`config.mk`:
```
export PLATFORM = sky130hd
export DESIGN_NAME = crcc_top
export DESIGN_NICKNAME = d
export VERILOG_FILES = /design/src/rtl/crcc_pkg.sv /design/src/rtl/crcc_sync.sv /design/src/rtl/crcc_top.sv
export SDC_FILE = /design/constraint.sdc
export NUM_CORES = 1
export LEC_CHECK = 0
export BUFFER_PORTS_ARGS = -buffer_cell sky130_fd_sc_hd__clkbuf_2
export CORE_ASPECT_RATIO = 0.8
export CORE_MARGIN = 2
export CORE_UTILIZATION = 30
export DETAILED_ROUTE_END_ITERATION = 12
export GPL_TIMING_DRIVEN = 0
export PLACE_DENSITY = 0.58
export SYNTH_ARGS = -nofsm -noshare
export SYNTH_HDL_FRONTEND = slang
export SYNTH_SLANG_ARGS = --single-unit
```
`constraint.sdc`:
```
create_clock -name clk -period 2.13 [get_ports clk]
set_input_delay 0 -clock clk [delete_from_list [all_inputs] [get_ports clk]]
set_output_delay 0 -clock clk [all_outputs]
set_load 0.1 [all_outputs]
```
`src/rtl/crcc_pkg.sv`:
```
// constants, encodings and the configuration check for the reset sequencer
// assumes a single client clock; crcc_top imports the whole package, the bench calls crcc_pkg::crcc_cfg_legal by scope
package crcc_pkg;

	// ----------------------------------------------------------------
	// clock and timing
	// ----------------------------------------------------------------
	localparam int unsigned CLK_FREQ_KHZ          = 250000;
	localparam int unsigned HOT_RESET_HOLD_NS     = 1000;
	localparam int unsigned HOT_RESET_HOLD_CYCLES =
		(HOT_RESET_HOLD_NS * CLK_FREQ_KHZ + 999999) / 1000000;
	localparam int unsigned RESET_SYNC_STAGES     = 3;
	localparam int unsigned LOCK_SYNC_STAGES      = 2;

	// ----------------------------------------------------------------
	// link generation and client clock encodings
	// ----------------------------------------------------------------
	localparam logic [1:0] LINK_GEN1  = 2'h1;
	localparam logic [1:0] LINK_GEN2  = 2'h2;
	localparam logic [1:0] LINK_GEN3  = 2'h3;
	localparam logic [1:0] CLK_62P5   = 2'h0;
	localparam logic [1:0] CLK_125    = 2'h1;
	localparam logic [1:0] CLK_250    = 2'h2;
	localparam int unsigned WIDTH_64  = 64;
	localparam int unsigned WIDTH_128 = 128;
	localparam int unsigned WIDTH_256 = 256;

	// ----------------------------------------------------------------
	// default build options
	// ----------------------------------------------------------------
	localparam int unsigned DEF_NUM_PF     = 2;
	localparam int unsigned DEF_NUM_VF     = 6;
	localparam int unsigned DEF_NUM_XCVR   = 8;
	localparam int unsigned DEF_LANES      = 8;
	localparam logic [1:0]  DEF_GEN        = LINK_GEN3;
	localparam int unsigned DEF_IF_WIDTH   = WIDTH_256;
	localparam logic [1:0]  DEF_CLK_SEL    = CLK_250;
	localparam bit          DEF_PF0_FLR_EN = 1'b1;
	localparam bit          DEF_MSG_IND_EN = 1'b1;

	typedef enum logic [1:0] {
		PH_HARD_RESET,
		PH_TRAIN,
		PH_ACTIVE,
		PH_HOT_RESET
	} crcc_phase_type;

	// ----------------------------------------------------------------
	// legal width / clock pairs per generation and lane count
	// ----------------------------------------------------------------
	function automatic bit crcc_cfg_legal(
		input logic [1:0]  gen,
		input int unsigned lanes,
		input int unsigned width,
		input logic [1:0]  clk_sel
	);
		bit w64;
		bit w128;
		bit w256;
		w64  = (width == WIDTH_64);
		w128 = (width == WIDTH_128);
		w256 = (width == WIDTH_256);
		crcc_cfg_legal = 1'b0;
		case (gen)
			LINK_GEN1: begin
				if (lanes == 1 || lanes == 2)
					crcc_cfg_legal = w64 && clk_sel != 2'h3;
				else if (lanes == 4)
					crcc_cfg_legal = w64 && (clk_sel == CLK_125 ||
						clk_sel == CLK_250);
				else if (lanes == 8)
					crcc_cfg_legal = (w64 && clk_sel == CLK_250) ||
						(w128 && clk_sel == CLK_125);
			end
			LINK_GEN2: begin
				if (lanes == 1)
					crcc_cfg_legal = w64 && clk_sel != 2'h3;
				else if (lanes == 2)
					crcc_cfg_legal = w64 && (clk_sel == CLK_125 ||
						clk_sel == CLK_250);
				else if (lanes == 4)
					crcc_cfg_legal = (w64 && clk_sel == CLK_250) ||
						(w128 && clk_sel == CLK_125);
				else if (lanes == 8)
					crcc_cfg_legal = (w128 && clk_sel == CLK_250) ||
						(w256 && clk_sel == CLK_125);
			end
			LINK_GEN3: begin
				if (lanes == 1)
					crcc_cfg_legal = w64 && (clk_sel == CLK_125 ||
						clk_sel == CLK_250);
				else if (lanes == 2)
					crcc_cfg_legal = (w64 && clk_sel == CLK_250) ||
						(w128 && clk_sel == CLK_125);
				else if (lanes == 4)
					crcc_cfg_legal = (w128 && clk_sel == CLK_250) ||
						(w256 && clk_sel == CLK_125);
				else if (lanes == 8)
					crcc_cfg_legal = w256 && clk_sel == CLK_250;
			end
			default: crcc_cfg_legal = 1'b0;
		endcase
	endfunction : crcc_cfg_legal

endpackage : crcc_pkg

```
`src/rtl/crcc_sync.sv`:
```
// multi-stage level synchroniser with asynchronous clear to zero
// assumes d may change at any time relative to clk
`timescale 1ns/1ps
module crcc_sync #(
	parameter int unsigned WIDTH  = 1,
	parameter int unsigned STAGES = 2
) (
	input  wire logic             clk,
	input  wire logic             resetn,
	input  wire logic [WIDTH-1:0] d,
	output logic      [WIDTH-1:0] q
);
	logic [STAGES-1:0][WIDTH-1:0] chain_q;

	// only the next stage reads the first stage
	always_ff @(posedge clk or negedge resetn) begin
		if (!resetn) begin
			chain_q <= '0;
		end else begin
			chain_q <= {chain_q[STAGES-2:0], d};
		end
	end

	assign q = chain_q[STAGES-1];
endmodule : crcc_sync

```
`src/rtl/crcc_top.sv`:
```
// reset sequencing and client interface configuration for the endpoint
// assumes clk is the client clock; lock inputs arrive from other domains,
// link and client event inputs are already on clk
//
// Notes on behaviour
// fundamental reset: asynchronous, active low, resets all
// after release, train link and resume unaided
// system connects sideband reset, or makes one locally
// cold and warm resets both use resetn
// in-band hot reset resets endpoint, flags indication
// function reset sets its in-progress bit
// client sets done bit after function reset
// first function reset support set by parameter
// client reset deasserts synchronously to client clock
// client reset asserted during fundamental reset
// client reset asserted on wrapper PLL unlock
// client reset asserted on any transceiver unlock
// client reset held until all causes clear
// four streaming client ports
// requests accepted while completions return
// one width of 64, 128 or 256 bits
// client clock 62.5, 125 or 250 MHz
// gen1 legal width and clock pairs
// gen2 legal width and clock pairs
// gen3 legal width and clock pairs
// optional message indication instead of forwarding
// reset release passes a multi-stage synchroniser
`timescale 1ns/1ps
module crcc_top
	import crcc_pkg::*;
#(
	parameter int unsigned NUM_PF      = DEF_NUM_PF,
	parameter int unsigned NUM_VF      = DEF_NUM_VF,
	parameter int unsigned NUM_XCVR    = DEF_NUM_XCVR,
	parameter int unsigned LANES       = DEF_LANES,
	parameter logic [1:0]  LINK_GEN    = DEF_GEN,
	parameter int unsigned IF_WIDTH    = DEF_IF_WIDTH,
	parameter logic [1:0]  CLK_SEL     = DEF_CLK_SEL,
	parameter bit          PF0_FLR_EN  = DEF_PF0_FLR_EN,
	parameter bit          MSG_IND_EN  = DEF_MSG_IND_EN,
	parameter int unsigned HOLD_CYCLES = HOT_RESET_HOLD_CYCLES
) (
	input  wire logic              clk,
	input  wire logic              resetn,
	input  wire logic              wrapper_pll_locked,
	input  wire logic [NUM_XCVR-1:0] xcvr_pll_locked,
	input  wire logic              link_up,
	input  wire logic              link_hot_reset_rx,
	input  wire logic              link_msg_rx,
	input  wire logic [NUM_PF-1:0] pf_func_reset_req,
	input  wire logic [NUM_VF-1:0] vf_func_reset_req,
	input  wire logic [NUM_PF-1:0] pf_func_reset_complete,
	input  wire logic [NUM_VF-1:0] vf_func_reset_complete,
	output logic                   xcvr_hard_reset,
	output logic                   link_train_en,
	output logic                   hot_reset_ind,
	output logic      [NUM_PF-1:0] pf_func_reset_active,
	output logic      [NUM_VF-1:0] vf_func_reset_active,
	output logic                   pf0_func_reset_capable,
	output logic                   client_reset,
	output logic                   cfg_legal,
	output logic                   incoming_request_port_en,
	output logic                   outgoing_completion_port_en,
	output logic                   outgoing_request_port_en,
	output logic                   incoming_completion_port_en,
	output logic                   msg_ind,
	output logic                   msg_forward
);

	// ----------------------------------------------------------------
	// build-time configuration
	// ----------------------------------------------------------------
	// a single width serves all four streaming ports by construction
	localparam bit CFG_OK =
		crcc_cfg_legal(LINK_GEN, LANES, IF_WIDTH, CLK_SEL);
	localparam int unsigned HOLD_W = $clog2(HOLD_CYCLES + 1);
	localparam logic [NUM_PF-1:0] PF_FLR_MASK =
		{{(NUM_PF-1){1'b1}}, PF0_FLR_EN};

	// ----------------------------------------------------------------
	// state
	// ----------------------------------------------------------------
	typedef struct packed {
		crcc_phase_type    phase;
		logic [HOLD_W-1:0] hold_cnt;
		logic              xcvr_hard_reset;
		logic              client_reset;
		logic              link_train_en;
		logic              hot_reset_ind;
		logic [NUM_PF-1:0] pf_active;
		logic [NUM_VF-1:0] vf_active;
		logic              ports_en;
		logic              msg_ind;
		logic              msg_forward;
		logic              cfg_legal;
		logic              pf0_capable;
	} crcc_state_type;

	localparam crcc_state_type S_RESET = '{
		phase:           PH_HARD_RESET,
		hold_cnt:        '0,
		xcvr_hard_reset: 1'b1,
		client_reset:    1'b1,
		link_train_en:   1'b0,
		hot_reset_ind:   1'b0,
		pf_active:       '0,
		vf_active:       '0,
		ports_en:        1'b0,
		msg_ind:         1'b0,
		msg_forward:     1'b0,
		cfg_legal:       1'b0,
		pf0_capable:     1'b0
	};

	crcc_state_type s_q;
	crcc_state_type s_d;

	// ----------------------------------------------------------------
	// synchronisers
	// ----------------------------------------------------------------
	logic                rst_released;
	logic [NUM_XCVR:0]   locks_sync;
	logic                causes_clear;

	// release only: assertion of resetn acts at once on every flop
	crcc_sync #(
		.WIDTH  (1),
		.STAGES (RESET_SYNC_STAGES)
	) u_reset_sync (
		.clk    (clk),
		.resetn (resetn),
		.d      (1'b1),
		.q      (rst_released)
	);

	crcc_sync #(
		.WIDTH  (NUM_XCVR + 1),
		.STAGES (LOCK_SYNC_STAGES)
	) u_lock_sync (
		.clk    (clk),
		.resetn (resetn),
		.d      ({wrapper_pll_locked, xcvr_pll_locked}),
		.q      (locks_sync)
	);

	// an illegal build never leaves reset; the link cannot run anyway
	assign causes_clear = rst_released && (&locks_sync) && CFG_OK;

	// ----------------------------------------------------------------
	// next state
	// ----------------------------------------------------------------
	always_comb begin
		logic [NUM_PF-1:0] pf_set;
		logic [NUM_VF-1:0] vf_set;
		logic              live;
		pf_set = '0;
		vf_set = '0;
		live   = 1'b0;
		s_d    = s_q;
		s_d.msg_ind     = 1'b0;
		s_d.msg_forward = 1'b0;
		s_d.cfg_legal   = CFG_OK;
		s_d.pf0_capable = PF0_FLR_EN;
		// transceivers stay in hard reset only until the synchronised release of resetn
		s_d.xcvr_hard_reset = !rst_released;

		live   = (s_q.phase == PH_TRAIN) || (s_q.phase == PH_ACTIVE);
		pf_set = live ? (pf_func_reset_req & PF_FLR_MASK) : '0;
		vf_set = live ? vf_func_reset_req : '0;

		// a new request in the cycle of its done keeps the bit set
		s_d.pf_active = (s_q.pf_active & ~pf_func_reset_complete)
			| pf_set;
		s_d.vf_active = (s_q.vf_active & ~vf_func_reset_complete)
			| vf_set;

		case (s_q.phase)
			PH_HARD_RESET: begin
				s_d.client_reset  = 1'b1;
				s_d.link_train_en = 1'b0;
				s_d.ports_en      = 1'b0;
				s_d.hot_reset_ind = 1'b0;
				if (causes_clear) begin
					s_d.phase         = PH_TRAIN;
					s_d.client_reset  = 1'b0;
					s_d.link_train_en = 1'b1;
				end
			end
			PH_TRAIN: begin
				s_d.link_train_en = 1'b1;
				if (link_up) begin
					s_d.phase    = PH_ACTIVE;
					s_d.ports_en = 1'b1;
				end
			end
			PH_ACTIVE: begin
				if (!link_up) begin
					s_d.phase    = PH_TRAIN;
					s_d.ports_en = 1'b0;
				end
			end
			PH_HOT_RESET: begin
				if (s_q.hold_cnt == '0) begin
					s_d.phase         = PH_TRAIN;
					s_d.hot_reset_ind = 1'b0;
					s_d.client_reset  = 1'b0;
					s_d.link_train_en = 1'b1;
				end else begin
					s_d.hold_cnt = s_q.hold_cnt - 1'b1;
				end
			end
			default: begin
				s_d.phase = PH_HARD_RESET;
			end
		endcase

		// hot reset clears the whole endpoint, resetn untouched
		if (live && link_hot_reset_rx) begin
			s_d.phase         = PH_HOT_RESET;
			s_d.hot_reset_ind = 1'b1;
			s_d.client_reset  = 1'b1;
			s_d.link_train_en = 1'b0;
			s_d.ports_en      = 1'b0;
			s_d.hold_cnt      = HOLD_W'(HOLD_CYCLES - 1);
		end

		// the endpoint reset wipes every function reset in flight
		if (s_d.phase == PH_HOT_RESET || s_d.phase == PH_HARD_RESET) begin
			s_d.pf_active = '0;
			s_d.vf_active = '0;
		end

		// received messages: a short flag or a forward on requests
		if (s_q.phase == PH_ACTIVE && link_msg_rx) begin
			if (MSG_IND_EN) begin
				s_d.msg_ind = 1'b1;
			end else begin
				s_d.msg_forward = 1'b1;
			end
		end

		// any lost cause wins over every other transition
		if (!causes_clear) begin
			s_d.phase         = PH_HARD_RESET;
			s_d.client_reset  = 1'b1;
			s_d.link_train_en = 1'b0;
			s_d.ports_en      = 1'b0;
			s_d.hot_reset_ind = 1'b0;
			s_d.hold_cnt      = '0;
			s_d.pf_active     = '0;
			s_d.vf_active     = '0;
			s_d.msg_ind       = 1'b0;
			s_d.msg_forward   = 1'b0;
		end
	end

	// ----------------------------------------------------------------
	// state register
	// ----------------------------------------------------------------
	// asynchronous entry, synchronous exit of every reset output
	always_ff @(posedge clk or negedge resetn) begin
		if (!resetn) begin
			s_q <= S_RESET;
		end else begin
			s_q <= s_d;
		end
	end

	// ----------------------------------------------------------------
	// outputs
	// ----------------------------------------------------------------
	assign xcvr_hard_reset        = s_q.xcvr_hard_reset;
	assign link_train_en          = s_q.link_train_en;
	assign hot_reset_ind          = s_q.hot_reset_ind;
	assign pf_func_reset_active   = s_q.pf_active;
	assign vf_func_reset_active   = s_q.vf_active;
	assign pf0_func_reset_capable = s_q.pf0_capable;
	assign client_reset           = s_q.client_reset;
	assign cfg_legal              = s_q.cfg_legal;
	assign msg_ind                = s_q.msg_ind;
	assign msg_forward            = s_q.msg_forward;

	// request intake never waits on the completion path, so
	// non-posted requests may be answered as split transactions
	assign incoming_request_port_en    = s_q.ports_en;
	assign outgoing_completion_port_en = s_q.ports_en;
	assign outgoing_request_port_en    = s_q.ports_en;
	assign incoming_completion_port_en = s_q.ports_en;

endmodule : crcc_top

```
==> impl_results.md, run 1 <==
- Dpl hpwl: ~2600 um
- Count leader, synth: dfrtp_1
- DR WL/cell: about 12 um
- CP required: about 2.3 ns
- Critical path type: flip-flop to flip-flop
- RSZ-0062 raised after global routing: true
- Clock Skews: between 0.008 and 0.009 ns
- Die height: roughly 76 um
- First-pass GRT wire length: ~6400 um
- CTS root buf: clkbuf_8
- Yosys warnings: 0
- Die width: about 94 um
- Pint: 1.18 mW
- CTS Sinks: 45
- Switching Fraction: about a quarter
- Power, Total: approximately 1.5 mW
- Vias in the first global route: approximately 1300
- Mapped Area: ~1900 um^2
- Synth Instances: 169
- Largest net degree at the start of global routing: 46
- Hold Path End: vf_func_reset_active[1]$_DFF_PN0_
- Worst r2r dst: pf_func_reset_active[1]$_DFF_PN0_
- # setup viols final: 0
- TritonCTS buffer count: 5
- Worst-Margin Slew: between 1 and 1.5 ns
- Skew-Pair Late Insertion Delay: ~0.30 ns
- Max Slew Vio Count: 0
- Die ar.: 7080 um^2
- Sw power: about 360 uW
- Max Fanout on Critical Path: 8
- Top-level I/O count: 50
- Power per cell area: about 600 nW/um^2
- Register Area: 1130 um^2
- Post-synth EDFFs: 0
- Main flop type after synthesis: dfrtp_1
- GP Congestion: between 0.7 and 0.8
- Register area share after synthesis: about three fifths
- Vias: 1429
- Gr ovfl total: 0
- Final net count: approximately 280
- Status: finished clean
- IO buf count: between 40 and 50
- Fmax achieved: roughly 470 MHz
- CTS tree: built
- Arr. time, crit path: ~2.3 ns
- CORE AREA: roughly 6300 um^2
- Synth Register Bits: 45
- Total track usage: a little under an eighth
- Post-synth top area share: about 56%
- Worst vdd ir: approximately 0.32 mV
- Worst Setup SP: s_q[17]$_DFFE_PN0P_
- Mean Syn Cell Area: 11.4 um^2
- Mapped Nets: ~210
- Final Hold Fails: 0
- Multi-input gate area: 668 um^2
- Worst hold-check path type: primary input to flip-flop
- Synth top cells by count: dfrtp_1 (43), inv_1 (15), buf_4 (13)
- DRC viols: 0
- Post-Layout Cell Count: between 300 and 400
- Fill cell count: 630
- Seq pwr share: 57.1%
- H-tree levels: 2
- Flop-to-flop setup slack: between 0.02 and 0.025 ns
- Routed WL: slightly below 4000 um
- Ant diodes: 0
- Hold depth: 3
- First drt pass iteration count: 4
- Row count: 26
- Clk network pwr share: a little over a third
- Crit start category: flip-flop
- Area Growth Syn to Fin: 32.7%
- Hold_sp: vf_func_reset_req[1]
- Largest cells by area after synthesis: dfrtp_1 (56%), buf_4 (5.1%), ha_1 (3.9%), a21oi_1 (3.1%), a22oi_1 (3.1%)
- Initial DRC count: between 50 and 60
- Vias/cell: 4.41
- Crit path time final: ~2.1 ns
- Post-synth ARST share: 100%
- R2R depth: 6
- MaxCap Viol Count: 0
- Ratio of cells with drive above 1 in the final layout: between 30% and 40%
- RR Startpoint: s_q[17]$_DFFE_PN0P_
- Critical path endpoint category: flip-flop
- Slew HR: about 28%
- Leakage: around 1.2 nW
- Post-Place Cells: ~300
- Post-synth cell types: 36
- Starting Density: between 30% and 40%
- DRT antenna net count: 0
- Clk slew on worst S/H paths: 0.09 ns
- Initial antenna violation count: 0
- Leading area contributor after synthesis: dfrtp_1
- Clk buf depth: 2
- Logic pwr share: roughly 6.7%
- Period utilisation layout: 99.1%
==> cells by family after synthesis <==
group	Yosys count	share of synthesized area [%]
flops	45	58.6
simple gates	41	12.2
compound gates	39	14.2
buf+inv	32	8.84
fa+ha+maj	6	3.90
xor+xnor	4	1.82
other cells	2	0.390
==> worst max-delay path, stage by stage (launching register included) <==
cell and delay, ns:
dfrtp_1 0.39, inv_2 0.09, ha_4 0.14, or4b_4 0.50, o41ai_4 0.43, a211oi_4 0.14, nor4_1 0.31
==> final cells by class <==
class,instances,area share (%)
clock buffer,6,3.23
buffer,16,4.26
tap,84,4.11
inverter,15,2.20
clock inverter,2,0.636
timing repair buffer,64,15.3
multi-input combinational,92,26.1
sequential,45,44.2
==> sequential cells by signal, summed over array words and instances, names as in the netlist <==
signal,flops
client_reset,1
hot_reset_ind,1
incoming_completion_port_en,1
link_train_en,1
msg_ind,1
pf_func_reset_active,2
s_q,10
u_lock_sync.chain_q,9
u_lock_sync.q,9
u_reset_sync.chain_q,2
u_reset_sync.q,1
vf_func_reset_active,6
xcvr_hard_reset,1
==> power groups by stage <==
| stage | combinational, mW | clock, mW | sequential, mW |
|---|---|---|---|
| 4_1_cts | 0.105 | 0.585 | 0.881 |
| 3_5_place_dp | 0.0878 | 0 | 0.898 |
| 2_1_floorplan | 0.0246 | 0 | 0.912 |
| 5_1_grt | 0.114 | 0.630 | 0.883 |
| 6_report | 0.103 | 0.560 | 0.881 |
| 3_3_place_gp | 0.0869 | 0 | 0.898 |
==> placed cells by master, fill, tap and decap left out, types with 3 or more instances in the layout <==
master,netlist,layout
a21oi_1,12,12
dfrtp_1,43,43
nor3_1,3,3
or3_1,5,5
clkbuf_2,0,48
a31oi_1,3,3
o21ai_0,6,3
a22oi_1,8,8
nor4_1,9,9
nand2_1,7,7
dlygate4sd3_1,0,12
inv_1,15,13
nand4_1,3,3
nand2b_1,3,3
clkbuf_1,3,3
clkbuf_8,0,6
ha_1,6,5
nor2_1,3,3
buf_4,13,17
==> routing by layer <==
layer  vias to the layer above  global-route usage [%]  routed length (um)
li1                        718                       -                   -
met1                       660                    17.5                1980
met2                        44                    16.7                1610
met3                         7                    3.96                 245
met4                         0                    4.35                  53
met5                         -                       0                   0
==> timing repair <==
item	4_1_cts	5_1_grt
gates resized for setup	6	10
setup endpoints to repair	8	12
endpoints found under the hold margin	54	0
setup buffers	1	3
hold buffers	12	0
pin swaps	11	6
==> how the worst max path moves through the flow <==
| stage | to | slack (ns) | depth (start not counted) |
|---|---|---|---|
| finish | pf_func_reset_active[1]$_DFF_PN0_ | 0.02 | 6 |
| global route | pf_func_reset_active[1]$_DFF_PN0_ | -0.07 | 6 |
| CTS | pf_func_reset_active[1]$_DFF_PN0_ | -0.001 | 7 |
| detailed placement | vf_func_reset_active[0]$_DFF_PN0_ | -0.15 | 7 |
| global placement | pf_func_reset_active[0]$_DFF_PN0_ | -0.13 | 7 |
| floorplan | pf_func_reset_active[0]$_DFF_PN0_ | 0.08 | 7 |
==> through the flow <==
step | cell area [um^2] | hold slack (ns) | utilization, % | TNS, ns | worst slack [ns]
after floorplan | 1930 | -0.296 | - | 0 | 0.0824
after global placement | 2270 | 0.109 | 36.0 | -1.00 | -0.127
after detailed placement | 2270 | 0.110 | 36.0 | -1.10 | -0.148
after CTS | 2520 | 0.00509 | 39.9 | -0.00145 | -0.00145
after global routing | 2560 | 0.0307 | 40.5 | -0.0770 | -0.0680
final | 2560 | 0.0162 | 40.5 | 0 | 0.0202
Power figures use the tool's default switching activity.
==> inputs of run 2 (changes only) <==
SYNTH_HIERARCHICAL = 1   (was unset)
==> run 2 against run 1 <==
  * Setup slack gained 0.20 ns
  * Hold slack better by 0.028 ns
  * Maximum frequency increased by 10%
  * Final cell count rose by 5.2%
  * Non-clock buffer count rose by 15
  * Register-to-register slack improved by 0.20 ns
  * Synthesized cell count is 6.5% higher
  * Critical path type unchanged
==> impl_results.md, run 2 <==
- Status: finished clean
- Main flop type after synthesis: dfrtp_1
- Hold_ws: approximately 0.044 ns
- Final core occ: between 40% and 50%
- Register Area: 1150 um^2
- Gr ovfl total: 0
- Fill cell count: approximately 620
- Critical path endpoint category: flip-flop
- Leading cell types in the layout, fill and taps excluded: clkbuf_2 (49), dfrtp_1 (44), buf_4 (22), dlygate4sd3_1 (20), inv_1 (14)
- Worst hold-check path type: primary input to flip-flop
- CP Buf/Inv Count: 1
- Area Growth Syn to Fin: 33.5%
- Max Slew Vio Count: 0
- Vias in the first global route: around 1400
- Worst r2r dst: pf_func_reset_active[1]$_DFF_PN0_
- Synth top cells by count: dfrtp_1 (44), buf_4 (22), inv_1 (14)
- Clock Skews: 0.00486 ns
- Clk buf depth: 2
- Worst-Margin Slew: about 1.1 ns
- Starting Density: between 30% and 40%
- Slowest stage cell, crit path: dfrtp_1
- Critical path type: flip-flop to flip-flop
- Dpl cell area: 2380 um^2
- Total track usage: a little under an eighth
- Post-Place Setup Slack: -0.0941 ns
- Ant diodes: 0
- CTS Sinks: 46
- Max Fanout on Critical Path: 8
- Period utilisation layout: between 80% and 90%
- DRC viols: 0
- Post-synth ARST share: 100%
- Most common cell after layout, fill and taps aside: clkbuf_2
- Max FFs per register: 10
- Initial antenna violation count: 0
- Power, Total: approximately 1.7 mW
- Register area share after synthesis: a little under three fifths
- Crit start category: flip-flop
- Post-synth cell types: 39
- Vias: 1453
- Mean Syn Cell Area: approximately 11 um^2
- Setup ws final: between 0.2 and 0.25 ns
- Clk slew on worst S/H paths: approximately 0.09 ns
- First-pass GRT wire length: 6610 um
- Arr. time, crit path: between 2 and 2.5 ns
- Leakage: 1.29 nW
- TritonCTS buffer count: 5
- Routed WL: approximately 3700 um
- First drt pass iteration count: 4
- Synth Register Bits: 46
- Post-synth top area share: 54.3%
- Dpl hpwl: approximately 2600 um
- Multi-input gate area: roughly 660 um^2
- Mapped Area: slightly above 2000 um^2
- DRT antenna net count: 0
- MaxCap Viol Count: 0
- Leading area contributor after synthesis: dfrtp_1
- Flop-to-flop setup slack: 0.22 ns
- Worst Setup SP: s_q[17]$_DFFE_PN0P_
- Worst vdd ir: around 0.37 mV
- Yosys warnings: 6
- Largest cells by area after synthesis: dfrtp_1 (54%), buf_4 (8.1%), ha_1 (3.7%), a22oi_1 (3.0%), a21oi_1 (2.7%)
- Die ar.: 7430 um^2
- # setup viols final: 0
- IO buf count: between 40 and 50
- Die height: 77.5 um
- CP required: around 2.4 ns
- RR Startpoint: s_q[17]$_DFFE_PN0P_
- Initial DRC count: 47
- Fmax achieved: between 500 and 600 MHz
- Ratio of cells with drive above 1 in the final layout: around a third
- Top-level I/O count: 50
- Largest Register: s_q
- Skew-Pair Late Insertion Delay: 0.30 ns
- Final net count: slightly below 300
- H-tree levels: 2
- Vias/cell: 4.26
- CP cell instances: inv_1, ha_1, nor3b_2, a21boi_2, o31ai_4, xnor2_4, nor3_1
- CTS root buf: clkbuf_8
- Final Instance Area: about 2700 um^2
- Row count: 26
- Hold depth: 4
- Hold Path End: pf_func_reset_active[0]$_DFF_PN0_
- Count leader, synth: dfrtp_1
- Synth Instances: 180
- R2R depth: 7
- GP Congestion: between 0.8 and 0.9
- Post-synth EDFFs: 0
- Die width: about 96 um
- Hold_sp: pf_func_reset_complete[0]
- Largest net degree at the start of global routing: 47
- Slew HR: approximately 27%
- CORE AREA: between 6000 and 7000 um^2
- Crit path time final: between 1.5 and 2 ns
- Largest delay share family, worst path: simple AND/OR/NAND/NOR gates
- RSZ-0062 raised after global routing: false
- Delay of the slowest critical-path stage: about 0.40 ns
- CTS tree: built
- Final Hold Fails: 0
- Power per cell area: just over 600 nW/um^2
- DR WL/cell: between 10 and 15 um
## run 2: layer usage
layer | track usage, % | wire length, um | vias to the layer above
li1 | - | - | 740
met1 | 16.2 | 1840 | 668
met2 | 17.4 | 1700 | 41
met3 | 3.20 | 169 | 4
met4 | 3.43 | 34 | 0
met5 | 0 | 0 | -
## run 2: what timing repair did
| action | CTS | global route |
|---|---|---|
| pin swaps | 0 | 1 |
| hold buffers | 20 | 0 |
| endpoints found under the hold margin | 63 | 0 |
| setup buffers | 0 | 0 |
| resized for setup | 1 | 3 |
| endpoints found under the setup margin | 8 | 8 |
## run 2: logic make-up after synthesis
kind of cell | share of synthesized area (%)
xor+xnor | 2.10
fa+ha+maj | 3.70
other cells | 0.371
flops | 56.9
compound gates | 11.7
buf+inv | 11.7
simple gates | 13.1
mux | 0.494
## run 2: area by class of cell
class                           count  area share [%]
Sequential cell                    46            42.6
Multi-Input combinational cell     94            24.2
Timing Repair Buffer               68            16.3
Buffer                             27            6.85
Tap cell                           84            3.89
Clock buffer                        5            2.54
Inverter                           14            1.94
Clock inverter                      3            1.62
## run 2: tightest hold or removal path: cells and delay by family
| kind | cells | cell delay [ns] |
|---|---|---|
| compound gates | 1 | 0.15 |
| buf+inv | 2 | 0.10 |
| simple gates | 1 | 0.06 |
## run 2: how the worst max path moves through the flow
| stage | endpoint | slack (ns) | depth (start not counted) |
|---|---|---|---|
| after CTS | pf_func_reset_active[1]$_DFF_PN0_ | 0.03 | 8 |
| final | pf_func_reset_active[1]$_DFF_PN0_ | 0.22 | 7 |
| after detailed placement | vf_func_reset_active[5]$_DFF_PN0_ | -0.09 | 8 |
| after global placement | vf_func_reset_active[3]$_DFF_PN0_ | -0.02 | 8 |
| after floorplan | pf_func_reset_active[0]$_DFF_PN0_ | 0.32 | 8 |
| after global routing | vf_func_reset_active[2]$_DFF_PN0_ | 0.03 | 7 |
## run 2: through the flow
step | std cells | TNS (ns)
CTS | 341 | 0
floorplan | 181 | 0
global placement | 313 | -0.184
finish | 341 | 0
detailed placement | 313 | -0.586
global route | 341 | 0
## run 2: where the power goes
group | internal [mW] | total, mW | switching [mW] | leakage, nW
logic | 0.0597 | 0.127 | 0.0669 | 0.642
clock network | 0.352 | 0.651 | 0.300 | 0.0585
registers | 0.895 | 0.901 | 0.00569 | 0.585
